### src/rtl/mfp_pkg.sv
// package: shared constants and types for the mmu fault priority and domain check
package mfp_pkg;

    // ****************************************************************
    // fault status codes
    // ****************************************************************
    localparam logic [3:0] MFP_FS_ALIGN_A    = 4'h1;
    localparam logic [3:0] MFP_FS_ALIGN_B    = 4'h3;
    localparam logic [3:0] MFP_FS_XWALK_L1   = 4'hC;
    localparam logic [3:0] MFP_FS_XWALK_L2   = 4'hE;
    localparam logic [3:0] MFP_FS_XLAT_SECT  = 4'h5;
    localparam logic [3:0] MFP_FS_XLAT_PAGE  = 4'h7;
    localparam logic [3:0] MFP_FS_DOM_SECT   = 4'h9;
    localparam logic [3:0] MFP_FS_DOM_PAGE   = 4'hB;
    localparam logic [3:0] MFP_FS_PERM_SECT  = 4'hD;
    localparam logic [3:0] MFP_FS_PERM_PAGE  = 4'hF;
    localparam logic [3:0] MFP_FS_XABT_SECT  = 4'h8;
    localparam logic [3:0] MFP_FS_XABT_PAGE  = 4'hA;

    // ****************************************************************
    // domain field and permission encodings
    // ****************************************************************
    localparam logic [1:0] MFP_DOM_NOACC     = 2'h0;
    localparam logic [1:0] MFP_DOM_CLIENT    = 2'h1;
    localparam logic [1:0] MFP_DOM_RSVD      = 2'h2;
    localparam logic [1:0] MFP_DOM_MANAGER   = 2'h3;
    localparam logic [1:0] MFP_AP_SR         = 2'h0;
    localparam logic [1:0] MFP_AP_PRIV_RW    = 2'h1;
    localparam logic [1:0] MFP_AP_USER_RO    = 2'h2;
    localparam logic [1:0] MFP_AP_ALL_RW     = 2'h3;

    // ****************************************************************
    // reset values and geometry
    // ****************************************************************
    localparam logic [31:0] MFP_DAC_RST      = 32'h0000_0000;
    localparam logic [7:0]  MFP_FSR_RST      = 8'h00;
    localparam logic [31:0] MFP_FAR_RST      = 32'h0000_0000;
    localparam int          MFP_NUM_DOMAINS  = 16;
    localparam int          MFP_BOUNDARY_LSB = 10;   // 1KB boundary

    // winning fault class, highest priority first
    typedef enum logic [2:0] {
        MFP_CLS_NONE,
        MFP_CLS_ALIGN,
        MFP_CLS_XWALK,
        MFP_CLS_XLAT,
        MFP_CLS_DOM,
        MFP_CLS_PERM,
        MFP_CLS_XABT
    } mfp_class_t;

endpackage : mfp_pkg

### src/rtl/mfp_check_if.sv
// interface: access check request and result between the top and the checker
`timescale 1ns/1ps
interface mfp_check_if;
    import mfp_pkg::*;

    logic [31:0] dac;        // domain access control word
    logic [3:0]  domain;     // domain number from descriptor
    logic [1:0]  ap;         // selected access permission bits
    logic        sys_bit;    // control bit 8
    logic        rom_bit;    // control bit 9
    logic        priv;       // privileged access
    logic        write;      // write access
    logic        dom_fault;  // domain check failed
    logic        perm_fault; // permission check failed

    modport top (output dac, domain, ap, sys_bit, rom_bit, priv, write,
                 input dom_fault, perm_fault);
    modport chk (input dac, domain, ap, sys_bit, rom_bit, priv, write,
                 output dom_fault, perm_fault);
endinterface : mfp_check_if

### src/rtl/mfp_dom_check.sv
// module: combinational domain and access permission check
`timescale 1ns/1ps
module mfp_dom_check
    import mfp_pkg::*;
(
    mfp_check_if.chk chk
);
    logic [1:0] dom_field [MFP_NUM_DOMAINS];
    logic [1:0] sel_field;
    logic       allowed;

    // ****************************************************************
    // per-domain field split
    // ****************************************************************
    genvar g;
    generate
        for (g = 0; g < MFP_NUM_DOMAINS; g++) begin : g_dom
            assign dom_field[g] = chk.dac[2*g+1:2*g];
        end
    endgenerate

    assign sel_field = dom_field[chk.domain];

    // ****************************************************************
    // permission table
    // ****************************************************************
    always_comb begin
        allowed = 1'b0;
        case (chk.ap)
            MFP_AP_SR: begin
                // both bits set is unpredictable; treated as no access
                case ({chk.rom_bit, chk.sys_bit})
                    2'h1:    allowed = chk.priv && !chk.write;
                    2'h2:    allowed = !chk.write;
                    default: allowed = 1'b0;
                endcase
            end
            MFP_AP_PRIV_RW: allowed = chk.priv;
            MFP_AP_USER_RO: allowed = chk.priv || !chk.write;
            default:        allowed = 1'b1;
        endcase
    end

    // no access and reserved fault; client checks; manager passes
    assign chk.dom_fault  = (sel_field == MFP_DOM_NOACC) ||
                            (sel_field == MFP_DOM_RSVD);
    assign chk.perm_fault = (sel_field == MFP_DOM_CLIENT) && !allowed;

endmodule : mfp_dom_check

### src/rtl/mfp_fault_unit.sv
// module: mmu fault prioritiser, fault status and fault address capture
//
// Contract
// - record only highest-priority abort source
// - alignment status b0001/b0011, domain meaningless
// - walk abort: L1 b1100, L2 b1110
// - translation: section b0101, page b0111
// - domain fault: section b1001, page b1011
// - permission: section b1101, page b1111
// - external abort b10x0, domain meaningless
// - early fault may leave invalid domain
// - masked aborts reappear on retry
// - no alignment fault on instruction fetch
// - prefetch operation faults update instruction status
// - checked faults latch first aborted address
// - external abort before 1KB: last pre-boundary
// - external abort after 1KB: final word
// - sixteen two-bit domain fields in register
// - domain 00 always domain-faults
// - domain 01 checks permission bits
// - domain 10 behaves as no access
// - domain 11 ignores permission bits
// - AP 00 result from system/ROM bits
// - AP 01/10/11 fixed permission meaning
// - data abort stores status plus domain
// - instruction faults never load address register
`timescale 1ns/1ps
module mfp_fault_unit
    import mfp_pkg::*;
(
    // clock and reset
    input  wire logic        ref_clk,
    input  wire logic        reset,
    // domain access control register port
    input  wire logic        dac_wr,
    input  wire logic [31:0] dac_wdata,
    output logic [31:0]      domain_access_control,
    // control bits
    input  wire logic        sys_bit,
    input  wire logic        rom_bit,
    // access under check
    input  wire logic        acc_valid,
    input  wire logic        acc_ifetch,
    input  wire logic        acc_pf_op,
    input  wire logic        acc_priv,
    input  wire logic        acc_write,
    input  wire logic        acc_page,
    input  wire logic        acc_desc_valid,
    input  wire logic        acc_dom_known,
    input  wire logic [3:0]  acc_domain,
    input  wire logic [1:0]  acc_ap,
    input  wire logic [31:0] modified_virtual_addr,
    input  wire logic        acc_first_word,
    input  wire logic        acc_last_word,
    // raw abort sources
    input  wire logic        align_err,
    input  wire logic        align_half,
    input  wire logic        walk_abort,
    input  wire logic        walk_level2,
    input  wire logic        ext_abort,
    // results to the core
    output logic             abort,
    output logic [7:0]       fault_status_reg,
    output logic [7:0]       ifault_status_reg,
    output logic [31:0]      fault_address_reg
);

    // ****************************************************************
    // domain and permission check
    // ****************************************************************
    mfp_check_if chk_if ();

    assign chk_if.dac     = domain_access_control;
    assign chk_if.domain  = acc_domain;
    assign chk_if.ap      = acc_ap;
    assign chk_if.sys_bit = sys_bit;
    assign chk_if.rom_bit = rom_bit;
    assign chk_if.priv    = acc_priv;
    assign chk_if.write   = acc_write;

    mfp_dom_check u_chk (
        .chk (chk_if.chk)
    );

    // ****************************************************************
    // priority selection
    // ****************************************************************
    mfp_class_t cls;
    logic [3:0] code;
    logic [3:0] dom_rec;

    // ordered if-chain keeps one winner; lower sources are simply dropped
    always_comb begin
        cls = MFP_CLS_NONE;
        if (align_err && !acc_ifetch && !acc_pf_op) begin
            cls = MFP_CLS_ALIGN;
        end else if (walk_abort) begin
            cls = MFP_CLS_XWALK;
        end else if (!acc_desc_valid) begin
            cls = MFP_CLS_XLAT;
        end else if (chk_if.dom_fault) begin
            cls = MFP_CLS_DOM;
        end else if (chk_if.perm_fault) begin
            cls = MFP_CLS_PERM;
        end else if (ext_abort) begin
            cls = MFP_CLS_XABT;
        end
    end

    // status encoding
    always_comb begin
        case (cls)
            MFP_CLS_ALIGN: code = align_half ? MFP_FS_ALIGN_B : MFP_FS_ALIGN_A;
            MFP_CLS_XWALK: code = walk_level2 ? MFP_FS_XWALK_L2 : MFP_FS_XWALK_L1;
            MFP_CLS_XLAT:  code = acc_page ? MFP_FS_XLAT_PAGE : MFP_FS_XLAT_SECT;
            MFP_CLS_DOM:   code = acc_page ? MFP_FS_DOM_PAGE : MFP_FS_DOM_SECT;
            MFP_CLS_PERM:  code = acc_page ? MFP_FS_PERM_PAGE : MFP_FS_PERM_SECT;
            MFP_CLS_XABT:  code = acc_page ? MFP_FS_XABT_PAGE : MFP_FS_XABT_SECT;
            default:       code = 4'h0;
        endcase
    end

    // domain passes through; zeroed for alignment and external aborts, stale cases left as presented
    always_comb begin
        dom_rec = acc_domain;
        if (cls == MFP_CLS_ALIGN || cls == MFP_CLS_XABT) begin
            dom_rec = 4'h0;
        end else if (!acc_dom_known) begin
            dom_rec = acc_domain;
        end
    end

    logic fault_hit;
    logic data_hit;
    logic inst_hit;
    assign fault_hit = acc_valid && (cls != MFP_CLS_NONE);
    assign data_hit  = fault_hit && !acc_ifetch && !acc_pf_op;
    assign inst_hit  = fault_hit && (acc_ifetch || acc_pf_op);

    // transfer state; the status register reads the external abort hold
    logic        data_acc;
    logic        in_burst_r;
    logic        xabt_hold_r;
    logic        far_got_r;
    logic        past_bnd_r;
    logic [31:0] prev_addr_r;
    logic [21:0] start_blk_r;
    logic        crossed;
    assign data_acc = acc_valid && !acc_ifetch && !acc_pf_op;
    assign crossed  = in_burst_r &&
        (modified_virtual_addr[31:MFP_BOUNDARY_LSB] != start_blk_r);

    // ****************************************************************
    // domain access control register
    // ****************************************************************
    always_ff @(posedge ref_clk) begin
        if (reset) begin
            domain_access_control <= MFP_DAC_RST;
        end else if (dac_wr) begin
            domain_access_control <= dac_wdata;
        end
    end

    // ****************************************************************
    // abort and status registers
    // ****************************************************************
    always_ff @(posedge ref_clk) begin
        if (reset) begin
            abort <= 1'b0;
        end else begin
            abort <= fault_hit;
        end
    end

    // data status: latched on each data fault outside an external abort hold, held otherwise
    always_ff @(posedge ref_clk) begin
        if (reset) begin
            fault_status_reg <= MFP_FSR_RST;
        end else if (data_hit && !(xabt_hold_r && !acc_first_word)) begin
            fault_status_reg <= {dom_rec, code};
        end
    end

    // instruction status, including prefetch operations
    always_ff @(posedge ref_clk) begin
        if (reset) begin
            ifault_status_reg <= MFP_FSR_RST;
        end else if (inst_hit) begin
            ifault_status_reg <= {dom_rec, code};
        end
    end

    // ****************************************************************
    // fault address capture for multi-word transfers
    // ****************************************************************
    // external aborts are reported late, so the whole transfer is tracked
    always_ff @(posedge ref_clk) begin
        if (reset) begin
            in_burst_r  <= 1'b0;
            start_blk_r <= 22'h000000;
            prev_addr_r <= 32'h0000_0000;
            past_bnd_r  <= 1'b0;
        end else if (acc_valid && !acc_ifetch && !acc_pf_op) begin
            in_burst_r  <= !acc_last_word;
            prev_addr_r <= modified_virtual_addr;
            if (acc_first_word) begin
                start_blk_r <= modified_virtual_addr[31:MFP_BOUNDARY_LSB];
                past_bnd_r  <= 1'b0;
            end else if (crossed) begin
                past_bnd_r  <= 1'b1;
            end
        end
    end

    // first aborted word claims the address; an external abort comes too
    // late to stop the transfer, so the address follows the later words
    always_ff @(posedge ref_clk) begin
        if (reset) begin
            fault_address_reg <= MFP_FAR_RST;
            xabt_hold_r       <= 1'b0;
            far_got_r         <= 1'b0;
        end else if (data_acc) begin
            if (acc_first_word) begin
                far_got_r <= data_hit;
            end else if (data_hit) begin
                far_got_r <= 1'b1;
            end
            if (xabt_hold_r && !acc_first_word) begin
                // aborted before the boundary: stop at the last pre-boundary word
                if (crossed && !past_bnd_r) begin
                    fault_address_reg <= prev_addr_r;
                    xabt_hold_r       <= 1'b0;
                end else begin
                    fault_address_reg <= modified_virtual_addr;
                    xabt_hold_r       <= !acc_last_word;
                end
            end else if (data_hit && (acc_first_word || !far_got_r)) begin
                fault_address_reg <= modified_virtual_addr;
                xabt_hold_r       <= (cls == MFP_CLS_XABT) && !acc_last_word;
            end else if (acc_first_word) begin
                xabt_hold_r <= 1'b0;
            end
        end
    end

endmodule : mfp_fault_unit

### config.mk
export PLATFORM = sky130hd
export DESIGN_NAME = mfp_fault_unit
export DESIGN_NICKNAME = d
export VERILOG_FILES = /design/src/rtl/mfp_pkg.sv /design/src/rtl/mfp_check_if.sv /design/src/rtl/mfp_dom_check.sv /design/src/rtl/mfp_fault_unit.sv
export SDC_FILE = /design/constraint.sdc
export NUM_CORES = 1
export LEC_CHECK = 0
export BUFFER_PORTS_ARGS = -buffer_cell sky130_fd_sc_hd__buf_2
export CAP_MARGIN = 40
export CORE_ASPECT_RATIO = 0.6
export CORE_MARGIN = 5
export CORE_UTILIZATION = 58
export DETAILED_ROUTE_END_ITERATION = 16
export PLACE_DENSITY_LB_ADDON = 0.05
export SLEW_MARGIN = 20
export SYNTH_ARGS = -nofsm -noshare
export SYNTH_HDL_FRONTEND = slang
export SYNTH_SLANG_ARGS = --single-unit
### constraint.sdc
create_clock -name ref_clk -period 6 [get_ports ref_clk]
set_clock_uncertainty 0.2 [all_clocks]
set_input_delay 0.6 -clock ref_clk [delete_from_list [all_inputs] [get_ports ref_clk]]
set_output_delay 0.6 -clock ref_clk [all_outputs]
set_load 0.1 [all_outputs]
==> metrics.yaml <==
status:
  status: "complete, no violations"
sta:
  totalNegativeSetupSlack_ns: 0
  fin_crit_sh: 0.5253
  setup_viol: 0
  rsz0062_at_grt: "false"
  max-slew-margin-rel: 0.5193
  worst_pin_slew_ns: 0.7211
  fmax_mhz: 317.3
  final-max-slew-violation-count: 0
  period_needed_ns: 3.152
  hold_viol: 0
finish:
  finalNetCount: 1047
  drive_above_1_share: 0.2386
  diodes: 0
  fin_util: 0.7272
  area_growth_pct: 22.32
die:
  die_w_um: 149.2
  io_pins: 171
  num_rows: 30
  die_area_sq_mm: 0.01395
  core-area_sq_mm: 0.01134
  start_util: 0.5945
  die_h_um: 93.50
synthesis:
  synth_ff_type: "dfxtp_1"
  netlist_instances: 819
  synth_edf_count: 0
  async_flop_share: 0
  syn_area_per_cell_sq_um: 8.228
  ys_ff_latch: 139
  yosys.cell_types.count: 50
  syn_nets: 911
  synthesis.area_sq_mm: 0.006739
  ys_seq_area_frac: 0.4129
  synth_warnings: 0
critical_path:
  cp-start-kind: "primary input"
  cp.required_ns: 6.15
  crit_type: "in2reg"
  cp_max_fo: 23
  critical_path_arrival_ns: 3.30
  end_kind: "register"
drt:
  postRouteAntennaNets: 0
  first_pass_iters: 5
  wl_per_cell_um: 16.29
  routed_wl_um: 18380
  drcViolationCount: 0
  viasPerCell: 5.557
  num_vias: 6268
  first_iter_violations: 396
cts:
  cts.sinks: 139
  cts_made_buffers: 17
  cts_tree: "yes"
  path_clk_slew_ns: 0.06
  cts_setup_buffers: 0
  ctsLongestPathBuffers: 2
  insertion_delay_ns: 0.42
  cts_root_buf: "clkbuf_16"
  h-tree-depth: 4
  ctsHoldBuffers: 0
  cts_resized: 0
global_routing:
  grt_usage: 0.2649
  grt_pass1_vias: 6208
  grt_start_max_net_pins: 80
  grt_pass1_wl_um: 30070
  overflow: 0
  antenna_found_initial: 1
worst_hold_path:
  min_path_type: "in2reg"
placed_design:
  io_buffers: 169
  place.gp.congestion: 0.8307
  hpwlAfterDp_um: 12750
flow_run:
  maxCapViolations: 0
pwr:
  powerDensity_mw_per_mm2: 290.9
  power.leakage_nw: 3.722
  ir_drop_mv: 0.2182
-- path summary, 6_finish.rpt --
| kind | startpoint | to | slack [ns] | cells after the start |
|---|---|---|---|---|
| setup / recovery | acc_domain[0] | fault_address_reg[6] | 2.85 | 8 |
| hold reg to reg | prev_addr_r[28] | prev_addr_r[28] | 0.25 | 2 |
| hold / removal | acc_last_word | in_burst_r | 0.18 | 2 |
| setup reg to reg | domain_access_control[3] | fault_address_reg[6] | 3.04 | 7 |
-- cells by family (layout without fill, tap and decap cells) --
family,count (synthesis),in the layout,share of synthesized area
and+or+nand+nor,240,240,0.1500
adders and majority gates,2,2,0.003713
buffers and inverters,140,289,0.08336
xor gates and xnor gates,22,22,0.02859
DFF,139,139,0.4129
AOI/OAI and AO/OA,201,201,0.1970
muxes,75,75,0.1244
-- metal layers --
layer	up-vias	wire length [um]	track usage
li1	3052	-	-
met1	2933	8105	0.3532
met2	251	8489	0.4246
met3	30	1496	0.05811
met4	2	270	0.09749
met5	-	13	0
-- stage by stage --
step / power, W / std cells / instance area [sq um] / setup WS [ns] / hold slack (ns)
4_1_cts: 0.002403 / 1124 / 8158 / 2.852 / 0.1631
3_3_place_gp: 0.001416 / 1091 / 7581 / 2.487 / 0.2409
5_1_grt: 0.002480 / 1128 / 8243 / 2.688 / 0.1797
6_report: 0.002398 / 1128 / 8243 / 2.849 / 0.1783
3_5_place_dp: 0.001428 / 1092 / 7601 / 2.417 / 0.2469
2_1_floorplan: 0.001329 / 819 / 6739 / 3.279 / 0.2363
-- Yosys cell counts, types with 7 or more instances --
master    instances  area [sq um]
a211oi_1         67         503.0
a21oi_1          63         315.3
a32o_1            9         90.09
clkbuf_1         54         202.7
dfxtp_1         139          2783
inv_1            73         274.0
mux2i_1          68         680.7
mux4_2            7         157.7
nand2_1         150         563.0
nor2_1           46         172.7
nor2b_1          14         87.58
o21ai_0          30         150.1
o21ai_1           9         45.04
xor2_1           22         192.7
-- layout by cell type, fill, tap and decap left out, types with 5 or more instances in the layout --
cell,count
buf_2,168
nand2_1,150
dfxtp_1,139
inv_1,72
mux2i_1,68
a211oi_1,67
a21oi_1,62
nor2_1,45
o21ai_0,30
xor2_1,22
clkbuf_16,17
nor2b_1,14
buf_4,11
o21ai_1,9
a32o_1,9
mux4_2,7
nor3_1,6
nor4_1,5
clkinvlp_4,5
-- report_power, final --
part           total [W]  switching (W)  internal, W  leakage, nW
logic           0.000432       0.000325     0.000107         2.33
registers       0.000984      0.0000225     0.000961         1.13
clock network   0.000981       0.000393     0.000588        0.261
total            0.00240       0.000741      0.00166         3.72
-- worst max-delay path, cell delays in order --
cell and delay [ns]:
buf_2 0.31, mux2i_1 0.13, a221oi_1 0.39, a221o_2 0.28, o211ai_4 0.18, o31ai_4 0.64, buf_4 0.50, mux2i_1 0.26
-- layout make-up --
| class | instances | area, sq um |
|---|---|---|
| Inverter | 73 | 274.0 |
| Sequential cell | 139 | 2783 |
| Timing Repair Buffer | 184 | 1028 |
| Clock inverter | 11 | 96.34 |
| Fill cell | 908 | 3093 |
| Clock buffer | 21 | 460.4 |
| Tap cell | 160 | 200.2 |
| Multi-Input combinational cell | 540 | 3401 |
Note: power is estimated with default switching activity, not from simulation.
